**src/rtl/cm_frame_pkg.sv**
```systemverilog
// Purpose: Shared constants and carrier types for the control message framer.
// Assumes: Byte streams on one clock; Wishbone classic register port.
// Notes:   Multi-byte fields travel most significant byte first.
package cm_frame_pkg;
   // Framing header field values
   localparam logic [15:0] PROTO_ID_V1      = 16'h0001;
   localparam logic [15:0] TAG_UNUSED       = 16'h0000;
   localparam logic [15:0] TRANSPORT_PORT   = 16'h1ffe;
   localparam logic [7:0]  SEL_DEFAULT      = 8'h00;
   localparam logic [3:0]  HDR_BYTES        = 4'h7;
   localparam logic [3:0]  AVP_HDR_BYTES    = 4'h8;
   localparam logic [15:0] AVP_ORG_DEFAULT  = 16'h0000; // Arbitrary
   localparam logic [15:0] AVP_TYPE_DEFAULT = 16'h0000;
   localparam logic [1:0]  AVP_VER_DEFAULT  = 2'h1;
   // Register byte offsets
   localparam logic [7:0] REG_CTRL    = 8'h00;
   localparam logic [7:0] REG_STATUS  = 8'h04;
   localparam logic [7:0] REG_TXTAG   = 8'h08;
   localparam logic [7:0] REG_TXLEN   = 8'h0c;
   localparam logic [7:0] REG_AVPID   = 8'h10;
   localparam logic [7:0] REG_RXHDR   = 8'h14;
   localparam logic [7:0] REG_RXCNT   = 8'h18;
   localparam logic [7:0] REG_PORT    = 8'h1c;
   // Control register fields
   localparam int CTRL_TXGO    = 0;
   localparam int CTRL_AVPMODE = 1;
   localparam int CTRL_HIDDEN  = 2;
   localparam int CTRL_MAND    = 3;
   localparam int CTRL_SEL_LSB = 8;
   localparam int CTRL_VER_LSB = 16;
   localparam logic [31:0] CTRL_RESET = 32'h0001_0000;
   // Status register fields
   localparam int ST_TXBUSY  = 0;
   localparam int ST_RXBAD   = 1;
   localparam int ST_RXTAGOK = 2;

   // Byte stream beat
   typedef struct packed {
      logic [7:0] data;
      logic       last;
   } beat_t;

   // Framer states
   typedef enum logic [1:0] {
      TX_IDLE = 2'b00,
      TX_HDR  = 2'b01,
      TX_BODY = 2'b10
   } tx_state_t;
   typedef enum logic [1:0] {
      RX_HDR  = 2'b00,
      RX_BODY = 2'b01,
      RX_DROP = 2'b10
   } rx_state_t;
endpackage

```
**src/rtl/cm_framer.sv**
```systemverilog
// Purpose: Builds and parses transport framing around control messages.
// Assumes: Message bytes arrive whole; transport stack lies outside.
// Notes:   Plain header for TCP or UDP, or tunnelling attribute, chosen by a control bit on transmit; receive parses the plain header only.

// Function
// - Header opens with two-byte tag, zero ignored
// - Protocol identifier two bytes, value one
// - Length counts selector plus message bytes
// - One-byte selector ends header, default zero
// - One header then whole messages, all extracted
// - Zero header tag ignored by receiver
// - Transport port number is 8190
// - UDP uses same port and header
// - Ports scoped by header selector
// - Hidden flag set when contents encrypted
// - Four reserved flag bits sent zero
// - Ten-bit length covers whole attribute
// - Organization code and type configurable
// - Six reserved payload bits sent zero
// - Two-bit version then eight-bit selector
// - Attribute holds no tag, only messages

`timescale 1ns/1ps
module cm_framer (
   // Clock and reset
   input  wire  logic                 ref_clk,
   input  wire  logic                 rst_n,

   // Wishbone classic slave
   input  wire  logic                 wb_cyc_i,
   input  wire  logic                 wb_stb_i,
   input  wire  logic                 wb_we_i,
   input  wire  logic [7:0]           wb_adr_i,
   input  wire  logic [3:0]           wb_sel_i,
   input  wire  logic [31:0]          wb_dat_i,
   output logic       [31:0]          wb_dat_o,
   output logic                       wb_ack_o,

   // Outgoing message bytes from the control logic
   input  wire  cm_frame_pkg::beat_t  txMsg,
   input  wire  logic                 txMsgValid,
   output logic                       txMsgReady,

   // Framed bytes out to the transport
   output cm_frame_pkg::beat_t        txOut,
   output logic                       txOutValid,
   input  wire  logic                 txOutReady,

   // Framed bytes in from the transport
   input  wire  cm_frame_pkg::beat_t  rxIn,
   input  wire  logic                 rxInValid,
   output logic                       rxInReady,

   // Extracted message bytes with their unit scope
   output cm_frame_pkg::beat_t        rxMsg,
   output logic [7:0]                 rxMsgSel,
   output logic                       rxMsgValid,
   input  wire  logic                 rxMsgReady
);

   // All state in one record
   typedef struct packed {
      // Registers
      logic [31:0]             ctrl;       // Control word
      logic [15:0]             txTag;      // Header tag to send
      logic [15:0]             txLen;      // Message bytes to send
      logic [31:0]             avpId;      // Organization code and type

      // Transmit
      cm_frame_pkg::tx_state_t txSt;       // Transmit state
      logic [3:0]              txIdx;      // Header byte index
      cm_frame_pkg::beat_t     [1:0] buf_; // Two-entry output buffer
      logic                    wp;         // Buffer write slot
      logic                    rp;         // Buffer read slot
      logic [1:0]              cnt;        // Buffer fill

      // Receive
      cm_frame_pkg::rx_state_t rxSt;       // Receive state
      logic [2:0]              rxIdx;      // Header byte index
      logic [15:0]             rxTag;      // Received header tag
      logic [15:0]             rxProto;    // Received identifier
      logic [15:0]             rxRemain;   // Bytes left in payload
      logic [7:0]              rxSel;      // Received selector
      logic                    rxBad;      // Sticky bad frame
      logic                    rxTagOk;    // Header tag meaningful
      logic [15:0]             rxFrames;   // Frames with payload complete
      cm_frame_pkg::beat_t     rxData;     // Output data register
      logic [7:0]              rxDSel;     // Scope of output data
      logic                    rxValid;    // Output data valid

      // Bus
      logic                    ack;        // Bus acknowledge
      logic [31:0]             rdat;       // Bus read data
   } state_t;

   state_t s_r;   // Registered state
   state_t s_nxt; // Next state

   // Merge bytes of a write by select lanes
   function automatic logic [31:0] laneMerge(input logic [31:0] old,
                                             input logic [31:0] nw,
                                             input logic [3:0]  sel);
      logic [31:0] m;
      // Unselected lanes stay
      m = old;
      for (int i = 0; i < 4; i++) begin
         if (sel[i]) begin
            m[i*8 +: 8] = nw[i*8 +: 8];
         end
      end
      return m;
   endfunction

   // Header byte at index, high byte first
   function automatic logic [7:0] hdrByte(input state_t s, input logic [3:0] i);
      logic [15:0] len;
      logic [7:0]  sel;
      logic [9:0]  alen;
      sel  = s.ctrl[cm_frame_pkg::CTRL_SEL_LSB +: 8];
      len  = s.txLen + 16'h0001;
      // whole attribute length
      // Header plus payload head
      alen = 10'(s.txLen + {12'h000, cm_frame_pkg::AVP_HDR_BYTES});

      // Beyond header: zero
      hdrByte = 8'h00;
      if (s.ctrl[cm_frame_pkg::CTRL_AVPMODE]) begin
         case (i)
            4'h0:    hdrByte = {s.ctrl[cm_frame_pkg::CTRL_MAND],
                                s.ctrl[cm_frame_pkg::CTRL_HIDDEN], 4'h0, alen[9:8]};
            4'h1:    hdrByte = alen[7:0];
            4'h2:    hdrByte = s.avpId[31:24];
            4'h3:    hdrByte = s.avpId[23:16];
            4'h4:    hdrByte = s.avpId[15:8];
            4'h5:    hdrByte = s.avpId[7:0];
            4'h6:    hdrByte = {6'h00, s.ctrl[cm_frame_pkg::CTRL_VER_LSB +: 2]};
            4'h7:    hdrByte = sel;
            default: hdrByte = 8'h00;
         endcase
      end else begin
         case (i)
            4'h0:    hdrByte = s.txTag[15:8];
            4'h1:    hdrByte = s.txTag[7:0];
            4'h2:    hdrByte = cm_frame_pkg::PROTO_ID_V1[15:8];
            4'h3:    hdrByte = cm_frame_pkg::PROTO_ID_V1[7:0];
            4'h4:    hdrByte = len[15:8];
            4'h5:    hdrByte = len[7:0];
            4'h6:    hdrByte = sel;
            default: hdrByte = 8'h00;
         endcase
      end
   endfunction

   // Helpers
   logic bufIn;       // Byte pushed into buffer this cycle
   logic bufOut;      // Byte popped from buffer this cycle
   logic hdrLastIdx;  // Last header byte index
   logic rxTake;      // Input byte accepted
   logic wbReq;       // New bus request

   // Next-state logic
   always_comb begin
      state_t n;
      logic [3:0] hdrLen;
      cm_frame_pkg::beat_t b;
      // Hold by default
      n      = s_r;
      b      = '0;
      bufIn  = 1'b0;
      hdrLen = s_r.ctrl[cm_frame_pkg::CTRL_AVPMODE] ? cm_frame_pkg::AVP_HDR_BYTES
                                                    : cm_frame_pkg::HDR_BYTES;
      hdrLastIdx = (s_r.txIdx == hdrLen - 4'h1);
      txMsgReady = (s_r.txSt == cm_frame_pkg::TX_BODY) && (s_r.cnt != 2'h2);
      bufOut     = (s_r.cnt != 2'h0) && txOutReady;

      // Bus slave: one wait state, ack drops after one cycle
      wbReq = wb_cyc_i && wb_stb_i && !s_r.ack;
      n.ack = wbReq;
      if (wbReq) begin
         // Unmapped read zero
         n.rdat = 32'h0;
         case (wb_adr_i)
            cm_frame_pkg::REG_CTRL:   n.rdat = s_r.ctrl;
            cm_frame_pkg::REG_STATUS: n.rdat = {29'h0, s_r.rxTagOk, s_r.rxBad,
                                                (s_r.txSt != cm_frame_pkg::TX_IDLE)};
            cm_frame_pkg::REG_TXTAG:  n.rdat = {16'h0, s_r.txTag};
            cm_frame_pkg::REG_TXLEN:  n.rdat = {16'h0, s_r.txLen};
            cm_frame_pkg::REG_AVPID:  n.rdat = s_r.avpId;
            cm_frame_pkg::REG_RXHDR:  n.rdat = {s_r.rxTag, s_r.rxProto};
            cm_frame_pkg::REG_RXCNT:  n.rdat = {8'h0, s_r.rxSel, s_r.rxFrames};
            // one port for TCP and UDP
            cm_frame_pkg::REG_PORT:   n.rdat = {16'h0, cm_frame_pkg::TRANSPORT_PORT};
            default:                  n.rdat = 32'h0;
         endcase
         // Write on take
         if (wb_we_i) begin
            case (wb_adr_i)
               cm_frame_pkg::REG_CTRL:  n.ctrl  = laneMerge(s_r.ctrl, wb_dat_i, wb_sel_i);
               cm_frame_pkg::REG_TXTAG: n.txTag = 16'(laneMerge({16'h0, s_r.txTag},
                                                                wb_dat_i, wb_sel_i));
               cm_frame_pkg::REG_TXLEN: n.txLen = 16'(laneMerge({16'h0, s_r.txLen},
                                                                wb_dat_i, wb_sel_i));
               cm_frame_pkg::REG_AVPID: n.avpId = laneMerge(s_r.avpId, wb_dat_i, wb_sel_i);
               // Writing one clears the sticky error
               cm_frame_pkg::REG_STATUS: begin
                  if (wb_sel_i[0] && wb_dat_i[cm_frame_pkg::ST_RXBAD]) begin
                     n.rxBad = 1'b0;
                  end
               end
               default: ;
            endcase
         end
      end

      // Transmit framer; go bit self-clears when the frame starts
      case (s_r.txSt)
         cm_frame_pkg::TX_IDLE: begin
            // Wait for go
            if (s_r.ctrl[cm_frame_pkg::CTRL_TXGO]) begin
               n.ctrl[cm_frame_pkg::CTRL_TXGO] = 1'b0;
               n.txIdx = 4'h0;
               n.txSt  = cm_frame_pkg::TX_HDR;
            end
         end

         cm_frame_pkg::TX_HDR: begin
            if (s_r.cnt != 2'h2) begin
               bufIn   = 1'b1;
               b.data  = hdrByte(s_r, s_r.txIdx);
               // Closes empty frames
               b.last  = hdrLastIdx && (s_r.txLen == 16'h0);
               n.txIdx = s_r.txIdx + 4'h1;
               if (hdrLastIdx) begin
                  n.txSt = (s_r.txLen == 16'h0) ? cm_frame_pkg::TX_IDLE
                                                : cm_frame_pkg::TX_BODY;
               end
            end
         end

         cm_frame_pkg::TX_BODY: begin
            // Bytes pass on; frame ends after the programmed count
            if (txMsgValid && txMsgReady) begin
               bufIn   = 1'b1;
               b.data  = txMsg.data;
               b.last  = (s_r.txLen == 16'h1);
               n.txLen = s_r.txLen - 16'h1;
               if (s_r.txLen == 16'h1) begin
                  n.txSt = cm_frame_pkg::TX_IDLE;
               end
            end
         end
         default: n.txSt = cm_frame_pkg::TX_IDLE;
      endcase

      // Two-entry buffer keeps bytes through a stall
      if (bufIn) begin
         n.buf_[s_r.wp] = b;
         n.wp = ~s_r.wp;
      end
      // Pop on take
      if (bufOut) begin
         n.rp = ~s_r.rp;
      end
      // Fill count
      n.cnt = 2'(s_r.cnt + {1'b0, bufIn} - {1'b0, bufOut});

      // Receive parser
      rxInReady = !s_r.rxValid || rxMsgReady;
      rxTake    = rxInValid && rxInReady;
      if (s_r.rxValid && rxMsgReady) begin
         n.rxValid = 1'b0;
      end
      if (rxTake) begin
         // Taken bytes only
         case (s_r.rxSt)
            cm_frame_pkg::RX_HDR: begin
               // High byte first
               n.rxIdx = s_r.rxIdx + 3'h1;
               case (s_r.rxIdx)
                  3'h0:    n.rxTag[15:8]    = rxIn.data;
                  3'h1:    n.rxTag[7:0]     = rxIn.data;
                  3'h2:    n.rxProto[15:8]  = rxIn.data;
                  3'h3:    n.rxProto[7:0]   = rxIn.data;
                  3'h4:    n.rxRemain[15:8] = rxIn.data;
                  3'h5:    n.rxRemain[7:0]  = rxIn.data;
                  default: n.rxSel          = rxIn.data;
               endcase
               if (s_r.rxIdx == 3'h6) begin
                  n.rxIdx = 3'h0;
                  n.rxTagOk = (s_r.rxTag != cm_frame_pkg::TAG_UNUSED);
                  // reject foreign, empty or cut frames
                  if (s_r.rxProto != cm_frame_pkg::PROTO_ID_V1 ||
                      s_r.rxRemain < 16'h2 || rxIn.last) begin
                     n.rxBad = 1'b1;
                     n.rxSt  = rxIn.last ? cm_frame_pkg::RX_HDR : cm_frame_pkg::RX_DROP;
                  end else begin
                     n.rxRemain = s_r.rxRemain - 16'h1;
                     n.rxSt     = cm_frame_pkg::RX_BODY;
                  end
               end else if (rxIn.last) begin
                  n.rxBad = 1'b1;
                  n.rxIdx = 3'h0;
               end
            end

            cm_frame_pkg::RX_BODY: begin
               n.rxValid    = 1'b1;
               n.rxData     = '{data: rxIn.data, last: (s_r.rxRemain == 16'h1)};
               n.rxDSel     = s_r.rxSel;
               n.rxRemain   = s_r.rxRemain - 16'h1;
               // Payload end
               if (s_r.rxRemain == 16'h1) begin
                  n.rxFrames = s_r.rxFrames + 16'h1;
                  n.rxSt     = rxIn.last ? cm_frame_pkg::RX_HDR : cm_frame_pkg::RX_DROP;
                  if (!rxIn.last) begin
                     n.rxBad = 1'b1;
                  end
               end else if (rxIn.last) begin
                  n.rxBad = 1'b1;
                  n.rxData.last = 1'b1;
                  n.rxSt  = cm_frame_pkg::RX_HDR;
               end
            end

            cm_frame_pkg::RX_DROP: begin
               // Discard to end of transport payload
               if (rxIn.last) begin
                  n.rxSt = cm_frame_pkg::RX_HDR;
               end
            end
            default: n.rxSt = cm_frame_pkg::RX_HDR;
         endcase
      end
      s_nxt = n;
   end

   // State register
   always_ff @(posedge ref_clk or negedge rst_n) begin
      if (!rst_n) begin
         s_r       <= '0;
         // Package defaults; control word nonzero
         s_r.ctrl  <= cm_frame_pkg::CTRL_RESET;
         s_r.avpId <= {cm_frame_pkg::AVP_ORG_DEFAULT, cm_frame_pkg::AVP_TYPE_DEFAULT};
      end else begin
         s_r <= s_nxt;
      end
   end

   // Outputs
   assign wb_ack_o   = s_r.ack;
   assign wb_dat_o   = s_r.rdat;

   // Stream outputs
   assign txOut      = s_r.buf_[s_r.rp];
   assign txOutValid = (s_r.cnt != 2'h0);

   assign rxMsg      = s_r.rxData;
   assign rxMsgSel   = s_r.rxDSel;
   assign rxMsgValid = s_r.rxValid;
endmodule

```
**config.mk**
```make
export PLATFORM = sky130hd
export DESIGN_NAME = cm_framer
export DESIGN_NICKNAME = d
export VERILOG_FILES = /design/src/rtl/cm_frame_pkg.sv /design/src/rtl/cm_framer.sv
export SDC_FILE = /design/constraint.sdc
export NUM_CORES = 1
export LEC_CHECK = 0
export BUFFER_PORTS_ARGS = -buffer_cell sky130_fd_sc_hd__buf_2
export CORE_MARGIN = 5
export CORE_UTILIZATION = 50
export CTS_BUF_LIST = sky130_fd_sc_hd__clkbuf_4 sky130_fd_sc_hd__clkbuf_8
export DETAILED_ROUTE_END_ITERATION = 8
export GPL_TIMING_DRIVEN = 0
export PLACE_DENSITY = 0.75
export RECOVER_POWER = 25
export SYNTH_ARGS = -nofsm -noshare
export SYNTH_HDL_FRONTEND = slang
export SYNTH_SLANG_ARGS = --single-unit
```
**constraint.sdc**
```tcl
create_clock -name ref_clk -period 3.4 [get_ports ref_clk]
set_input_delay 0.51 -clock ref_clk [delete_from_list [all_inputs] [get_ports ref_clk]]
set_output_delay 0.51 -clock ref_clk [all_outputs]
set_load 0.02 [all_outputs]
```
Yosys cells after proc, flatten, opt, wreduce, memory -nomap -nowiden
Cells that the tools add are included.
Widths: inputs -> output; s select.
{"block": "classes", "magnitude_cmp": 4, "n_bitwise": 3, "n_addsub": 10, "n_mux": 74, "n_eq_ne": 35, "reduce_logical": 50}
{"cell": "$pmux 32 s8", "n": 1}
{"cell": "$mux 65", "n": 2}
{"cell": "$mux 16", "n": 7}
{"cell": "$mux 8", "n": 11}
{"cell": "$pmux 8 s8", "n": 1}
{"cell": "$pmux 8 s6", "n": 1}
{"cell": "$mux 9", "n": 5}
{"cell": "$reduce_and 4->1", "n": 10}
{"cell": "$mux 36", "n": 1}
{"cell": "$mux 34", "n": 1}
{"cell": "$add 16x1->16 const B", "n": 2}
{"cell": "$eq 16x1->1 const B", "n": 2}
{"cell": "$eq 8x5->1 const B", "n": 4}
{"cell": "$mux 32", "n": 1}
{"cell": "$pmux 16 s2", "n": 1}
{"cell": "$sub 16x1->16 const B", "n": 2}
{"cell": "$reduce_and 3->1", "n": 8}
{"cell": "$mux 1", "n": 20}
{"cell": "$bwmux 18", "n": 1}
{"cell": "$mux 2", "n": 9}
{"cell": "$pmux 9 s2", "n": 1}
{"cell": "$eq 4x3->1 const B", "n": 4}
{"cell": "$eq 8x4->1 const B", "n": 2}
{"cell": "$logic_not 16->1", "n": 1}
{"cell": "41 further kinds", "n": 78}
{"block": "word_totals", "wordCells": 214, "input_bits": 71, "reg_bits": 254}

Longest topological paths before layout
Gate-level depths: netlist (run 1).
{"block": "depth", "word_depth": 9, "ltp_mapped": 11, "mapped_depth_nobuf": 9}

Worst setup path after synthesis (run 1)
Ideal clock, no wire load.
{"block": "synth_path", "path_kind": "register to register", "from": "register s_r[193] in the netlist's numbering", "to": "register s_r[201] in the netlist's numbering", "required_ns": 3.323, "slack_ns": 0.879, "arrival_time_ns": 2.443, "path_buffers": 1, "stages_incl_launch_ff": 9, "setup_time_ns": 0.077, "path_cell_list": "dfrtp_1 > clkbuf_1 > inv_1 > ha_1 > or4b_1 > or3_1 > or4_1 > a211o_1 > a21oi_1"}
{"item": "start, declared", "line": "cm_framer.sv:96", "rtl": "state_t s_r;"}
{"item": "start signal, assigned", "line": "cm_framer.sv:345", "rtl": "s_r <= s_nxt;"}

==> results.md, run 1 <==
- Hold WS: between 0.2 and 0.25 ns
- Layout cell share with drive strength beyond 1: between 20% and 30%
- Initial antenna violation count: 0
- Wirelength per Cell: 22.42 um
- Buf/Inv on CP: 2
- GP Congestion: around 0.96
- Hold buffers post-CTS: 1
- Status: finished, violations left
- Max stage delay on crit path: around 0.51 ns
- Ant. Diodes: 0
- Post-CTS resize count: 0
- Most frequent cells in the layout: 253 x dfrtp_1, 144 x mux2_2, 137 x buf_2, 108 x nand2_1, 100 x o21ai_0
- Vias: ~12,000
- Crit path capture type: flop
- Synthesized area: approximately 14,000 um^2
- Site Rows: 60
- Final Power: approximately 10 mW
- Fin crit period: 3.016 ns
- Synthesis-stage register bit count: 254
- Period utilization: a little under 90%
- Final cell count without fillers: roughly 1,900
- Vias in the first global route: between 10,000 and 15,000
- Final Slew Violations: 63
- Core area: about 27,000 um^2
- CTS tree: yes
- Yosys warnings: 0
- Commonest non-fill, non-tap cell in the layout: dfrtp_1
- Layout net count: about 1,600
- Detailed Route WL: 42,460 um
- Post-DP HPWL: 31,370 um
- Worst-path clk slew: 0.06 ns
- Failing checks: capacitance limit, slew limit
- Worst path required time: 3.89 ns
- Die height: between 150 and 200 um
- Net Count, Synth: roughly 1,400
- CP Launch Type: flop
- Final hold vios: 0
- H-tree Lvls: 2
- Placed cells: 1,814
- Post-synth ARST share: between 90% and 100%
- Syn Inst Count: about 1,300
- Die width: 175.5 um
- Drt first-iter violations: 1,208
- Initial core utilization: 50.78%
- Post-DRT Antenna Nets: 0
- Num CTS Buffers: 44
- Least-Margin Pin Slew: between 1.5 and 2 ns
- Setup ws final: 0.3843 ns
- Critical Path, Cell by Cell: clkbuf_1 -> inv_1 -> ha_1 -> or4b_1 -> or3_1 -> or4_1 -> a211o_1 -> a21oi_1
- F_max: 0.3316 GHz
- Mapped Avg Cell Area: slightly above 10 um^2
- R2R setup slack: about 0.38 ns
- Overflow after GRT: 0
- Rel. slew slack: -8.715%
- CP max stage cell: or4b_1
- Count of cell types in the netlist: 77
- P&R area growth vs syn: 15.42%
- Fillers: roughly 2,300
- Vias/cell: 6.280
- Io pins: roughly 130
- Setup Fix Bufs, Post-CTS: 0
- Final Util: approximately 59%
- Die ar.: between 30,000 and 40,000 um^2
- TritonRoute pass-1 iters: 5
- Area occupied by multi-input gates: 6494 um^2
- Leak Pwr: approximately 7.1 nW
- Sequential fraction of the synthesis area: 46.45%
- Crit path kind: flop to flop
- Max Root-Sink Buffers: 3
- Worst Path Arrival: between 3 and 4 ns
- Crit path max-delay family: simple AND/OR/NAND/NOR gates
- Worst slack, placed: -0.06797 ns
- Unrepaired setup endpoints after global routing: false
- Total power divided by cell area: 640.7 nW/um^2
- Crit path max fanout: 8
- Worst Clk Skew: 0.02856 ns
- GRT Overall Usage: 27.15%
- Storage element area: 6357 um^2
- Root Driver: clkbuf_8
- First-pass GRT wire length: 66,440 um
- Peak supply drop: between 0.4 and 0.5 mV
- Post-synth EDFFs: 0
- Final Setup Violations: 0
- Hold Path Class: input pin to flop
- Clock sink count: between 200 and 300
- PortBufs: between 100 and 150
- Max-cap violations: 1
- Main synth FF type: dfrtp_1
- Largest net degree at the start of global routing: 100
- Clk Latency, worst-skew pair: roughly 0.56 ns
- DRC viols: 0
[report_power, final]
group          switching [mW]  internal [mW]  total [mW]
Combinational            1.74           1.12        2.86
Sequential              0.627           3.61        4.24
Clock                    1.27           1.76        3.03
Total                    3.63           6.49        10.1
[per-layer routing]
layer | wire length, um | global-route usage (%) | part of all wire [%]
met2 | 20070 | 43.84 | 47
met5 | 0 | 0 | 0
met3 | 3717 | 4.520 | 8.8
met1 | 16670 | 36.49 | 39
met4 | 2000 | 11.66 | 4.7
[final cells by class]
cell class                      count  share of cell area [%]
Multi-Input combinational cell    918                   41.11
Tap cell                          341                   2.701
Inverter                           39                  0.9267
Sequential cell                   254                   40.24
Clock buffer                       69                   5.417
Clock inverter                     10                  0.7128
Buffer                            130                   4.364
Timing Repair Buffer              133                   4.530
[cells by family after synthesis]
logic type | share of synthesized area, %
buf+inv | 6.107
fa+ha+maj | 2.011
simple gates | 12.64
xor+xnor | 2.240
flops | 46.45
compound gates | 18.26
mux | 12.30
[path summary, 6_finish.rpt]
path | endpoint | depth (start not counted) | startpoint
worst max-delay path | s_r[201] | 8 | s_r[193]
worst min-delay path | s_r[180] | 2 | wb_dat_i[22]
worst max register to register | s_r[201] | 8 | s_r[193]
worst min register to register | wb_dat_o[25] | 2 | wb_dat_o[25]
max in group asynchronous | rxMsgValid | 4 | rst_n
min in group asynchronous | wb_dat_o[26] | 2 | rst_n
[per-stage QoR]
| stage | cell area [um^2] | setup TNS [ns] |
|---|---|---|
| floorplan | 13690 | 0 |
| global placement | 14760 | -679.00 |
| detailed placement | 14830 | -0.1289 |
| CTS | 15810 | 0 |
| global route | 15800 | 0 |
| finish | 15800 | 0 |
[flip-flops by register name, summed over array words and instances, names as in the netlist]
register	count
wb_dat_o	32
rxMsgValid	1
s_r	203
wb_ack_o	1
rxMsgSel	8
rxMsg	9
[cell usage after synthesis, types with 4 or more instances]
| cell | number | area share, % |
|---|---|---|
| a22o_1 | 36 | 2.3 |
| buf_2 | 8 | 0.29 |
| or2_2 | 4 | 0.18 |
| buf_4 | 51 | 2.8 |
| inv_1 | 38 | 1.0 |
| xnor2_1 | 22 | 1.4 |
| o2bb2ai_1 | 4 | 0.26 |
| o21ai_0 | 100 | 3.7 |
| nand3_1 | 43 | 1.6 |
| nand2b_1 | 5 | 0.23 |
| or3_1 | 9 | 0.41 |
| mux2i_1 | 5 | 0.37 |
| mux2_2 | 144 | 12 |
| xor2_1 | 13 | 0.83 |
| nor2_1 | 63 | 1.7 |
| dfrtp_1 | 253 | 46 |
| a222oi_1 | 9 | 0.66 |
| clkbuf_1 | 68 | 1.9 |
| nor4_1 | 22 | 1.0 |
| and2_1 | 10 | 0.46 |
| a31oi_1 | 17 | 0.78 |
| a32o_1 | 8 | 0.59 |
| o22ai_1 | 5 | 0.23 |
| a211oi_1 | 17 | 0.93 |
| nor2_2 | 4 | 0.18 |
| ha_1 | 22 | 2.0 |
| nand3b_1 | 5 | 0.27 |
| a22oi_1 | 31 | 1.7 |
| nor3_1 | 22 | 0.80 |
| o211ai_1 | 9 | 0.49 |
| nand4_1 | 11 | 0.50 |
| a211o_1 | 7 | 0.45 |
| o32ai_1 | 4 | 0.26 |
| and3_1 | 10 | 0.46 |
| a21oi_1 | 65 | 2.4 |
| a221oi_1 | 20 | 1.3 |
| nor2b_1 | 7 | 0.32 |
| o31ai_1 | 5 | 0.27 |
| nand2_1 | 108 | 3.0 |
| or4_1 | 7 | 0.38 |
Note: power is estimated with default switching activity, not from simulation.
==> run 2, diff against run 1 <==
--- a/config.mk
+++ b/config.mk
@@ -11,8 +11,9 @@
 export CTS_BUF_LIST = sky130_fd_sc_hd__clkbuf_4 sky130_fd_sc_hd__clkbuf_8
 export DETAILED_ROUTE_END_ITERATION = 8
 export GPL_TIMING_DRIVEN = 0
-export PLACE_DENSITY = 0.75
+export PLACE_DENSITY_LB_ADDON = 0.3
 export RECOVER_POWER = 25
+export SETUP_SLACK_MARGIN = 0.4
 export SYNTH_ARGS = -nofsm -noshare
 export SYNTH_HDL_FRONTEND = slang
 export SYNTH_SLANG_ARGS = --single-unit
==> run 2 against run 1 <==
The run still ends with capacitance limit, slew limit left. Register-to-register slack better by 0.07 ns. Via count shrank 0.58%. Maximum frequency is 2.5% higher. Combinational power increased by 1%. Die area did not move. Sequential power about the same. Cell count about the same. Worst setup slack gained 0.074 ns. Utilization is 0.24 points higher. Routed wire length increased by 2.5%. Clock skew is 0.0046 ns lower. Flip-flop and latch count unchanged. Critical path type unchanged. Largest cell class unchanged.
==> results.md, run 2 (synthesized netlist as in run 1, its figures left out) <==
- F_max: 0.3400 GHz (+2.5%)
- CTS tree: yes
- Failing checks: capacitance limit, slew limit
- Die width: 175.5 um (unchanged)
- Die height: 175.5 um (unchanged)
- Top reg by flops: s_r
- WHS Path Cells: 3 (+1)
- Clk Latency, worst-skew pair: 0.56 ns (about the same)
- Clock sink count: 254 (unchanged)
- Period utilization: 86.51% (-2.2 points)
- Ant. Diodes: 0 (unchanged)
- Net Switching: 3.689 mW (+1.6%)
- Reg2Reg Depth: 8 (unchanged)
- Layout net count: 1,613 (unchanged)
- Core area: 26,950 um^2 (unchanged)
- FF-to-FF Start: s_r[193]
- Site Rows: 60 (unchanged)
- Crit path capture type: flop
- Net Sw Frac: 35.91% (about the same)
- Fillers: 2,339 (-0.21%)
- Worst path required time: 3.88 ns (about the same)
- Final Util: 58.86% (+0.24 points)
- Worst Path Arrival: 3.43 ns (-0.07 ns)
- Pint: 6.583 mW (+1.4%)
- Hold Path Class: input pin to flop
- Max-cap violations: 1 (unchanged)
- Die ar.: 30,780 um^2 (unchanged)
- R2R setup slack: 0.46 ns (+0.07 ns)
- Reg-to-Reg End: s_r[201]
- Root Driver: clkbuf_8
- Worst Clk Skew: 0.02393 ns (-0.004631 ns)
- Max Root-Sink Buffers: 3 (unchanged)
- TritonRoute pass-1 iters: 8 (+3)
- Num CTS Buffers: 44 (unchanged)
- First-pass GRT wire length: 67,210 um (+1.2%)
- Worst-path clk slew: 0.06 ns (about the same)
- Commonest non-fill, non-tap cell in the layout: dfrtp_1
- CP Launch Type: flop
- Start point of the critical path: s_r[193]
- Fin crit period: 2.941 ns (-0.07436 ns)
- GRT Overall Usage: 27.72% (+0.56 points)
- Detailed Route WL: 43,530 um (+2.5%)
- Post-DP HPWL: 32,230 um (+2.7%)
- Vias in the first global route: 11,770 (+0.91%)
- Vias/cell: 6.240 (-0.63%)
- Crit path max fanout: 8 (unchanged)
- Hold Path End: s_r[165]
- Hold path startpoint: wb_dat_i[7]
- Initial core utilization: 50.78% (unchanged)
- Crit path kind: flop to flop
- H-tree Lvls: 2 (unchanged)
- Placed cells: 1,814 (unchanged)
- Initial antenna violation count: 0 (unchanged)
- Total power divided by cell area: 647.6 nW/um^2 (+1.1%)
- Io pins: 134 (unchanged)
- Max reg flops: 203 (unchanged)
- Vias: 11,830 (-0.58%)
- Drt first-iter violations: 1,173 (-2.9%)
- Status: finished, violations left
- Final hold vios: 0 (unchanged)
- PortBufs: 130 (unchanged)
- Overflow after GRT: 0 (unchanged)
- Final Setup Violations: 0 (unchanged)
- Most frequent cells in the layout: 253 x dfrtp_1, 144 x mux2_2, 137 x buf_2, 108 x nand2_1, 100 x o21ai_0
- Peak supply drop: 0.4160 mV (-4.0%)
- Wirelength per Cell: 22.97 um (+2.5%)
- Final Slew Violations: 47 (-25%)
- Layout cell share with drive strength beyond 1: 28.12% (+0.37 points)
- Clk pwr share: 30.5% (+0.6 points)
- P&R area growth vs syn: 15.90%
- Leak Pwr: 7.187 nW (+0.54%)
- Comb power frac: 28.2% (about the same)
- Largest net degree at the start of global routing: 109 (+9.0%)
- Least-Margin Pin Slew: 2.309 ns (+0.6786 ns)
- Unrepaired setup endpoints after global routing: true
- GP Congestion: 0.9606 (+0.26%)
- Setup Fix Bufs, Post-CTS: 0 (unchanged)
- Final cell count without fillers: 1,895 (+0.053%)
- DRC viols: 0 (unchanged)
- Post-DRT Antenna Nets: 0 (unchanged)
- Flop pwr share: 41.3% (-0.5 points)
- Rel. slew slack: -53.96% (-45 points)
-- run 2: routing by layer --
metal | vias up | global-route usage [%] | share of wire (%)
met5 | - | 0 | 0
met4 | 0 | 14.13 | 5.5
met3 | 137 | 4.326 | 7.3
met2 | 606 | 45.11 | 47
met1 | 5773 | 36.12 | 41
li1 | 5309 | - | -
-- run 2: worst max-delay path: stages (launching register included) --
cell and delay (ns):
dfrtp_1 0.38, clkbuf_1 0.25, inv_2 0.20, ha_1 0.20
or4b_1 0.50, or3_1 0.44, or4_1 0.45, a211o_1 0.30
a21oi_1 0.13
-- run 2: layout make-up --
cell class | count | area, um^2 | area share [%]
buffer | 130 | 693.2 | 4.370
clock buffer | 72 | 909.6 | 5.734
clock inverter | 8 | 101.3 | 0.6389
inverter | 39 | 146.4 | 0.9229
multi-input combinational | 918 | 6505 | 41.01
sequential | 254 | 6357 | 40.08
tap | 341 | 426.7 | 2.690
timing repair buffer | 133 | 723.2 | 4.559
-- run 2: through the flow --
step                      hold slack (ns)  instance area, um^2  setup WS (ns)  TNS [ns]  total power [mW]
after floorplan                    0.2144                13690         0.8792         0             6.009
after global placement             0.4643                14760         -2.747   -691.70             7.015
after detailed placement           0.4409                14830        -0.2408   -0.8858             7.114
after CTS                          0.1815                15860         0.4266         0             10.26
after global routing               0.1881                15860         0.2080         0             10.78
final                              0.2062                15860         0.4586         0             10.27
-- run 2: repair_timing --
item                                    in CTS  in global routing
endpoints found under the hold margin       46                  0
gates resized for setup                      2                  6
endpoints found under the setup margin      10                  4
hold buffers                                 1                  0
-- run 2: how the worst max path moves through the flow --
stage / to / slack [ns] / depth (start not counted)
detailed placement: wb_dat_o[13] / -0.24 / 9
finish: s_r[201] / 0.46 / 8
floorplan: s_r[201] / 0.88 / 8
CTS: s_r[201] / 0.43 / 8
global placement: s_r[57] / -2.75 / 1
global route: s_r[100] / 0.21 / 3
-- run 2: power groups by stage --
stage          Clock, mW  Sequential [mW]  Combinational [mW]
2_1_floorplan          0             4.00                2.01
3_3_place_gp           0             4.23                2.78
3_5_place_dp           0             4.26                2.85
4_1_cts             3.18             4.21                2.87
5_1_grt             3.32             4.30                3.16
6_report            3.13             4.24                2.90
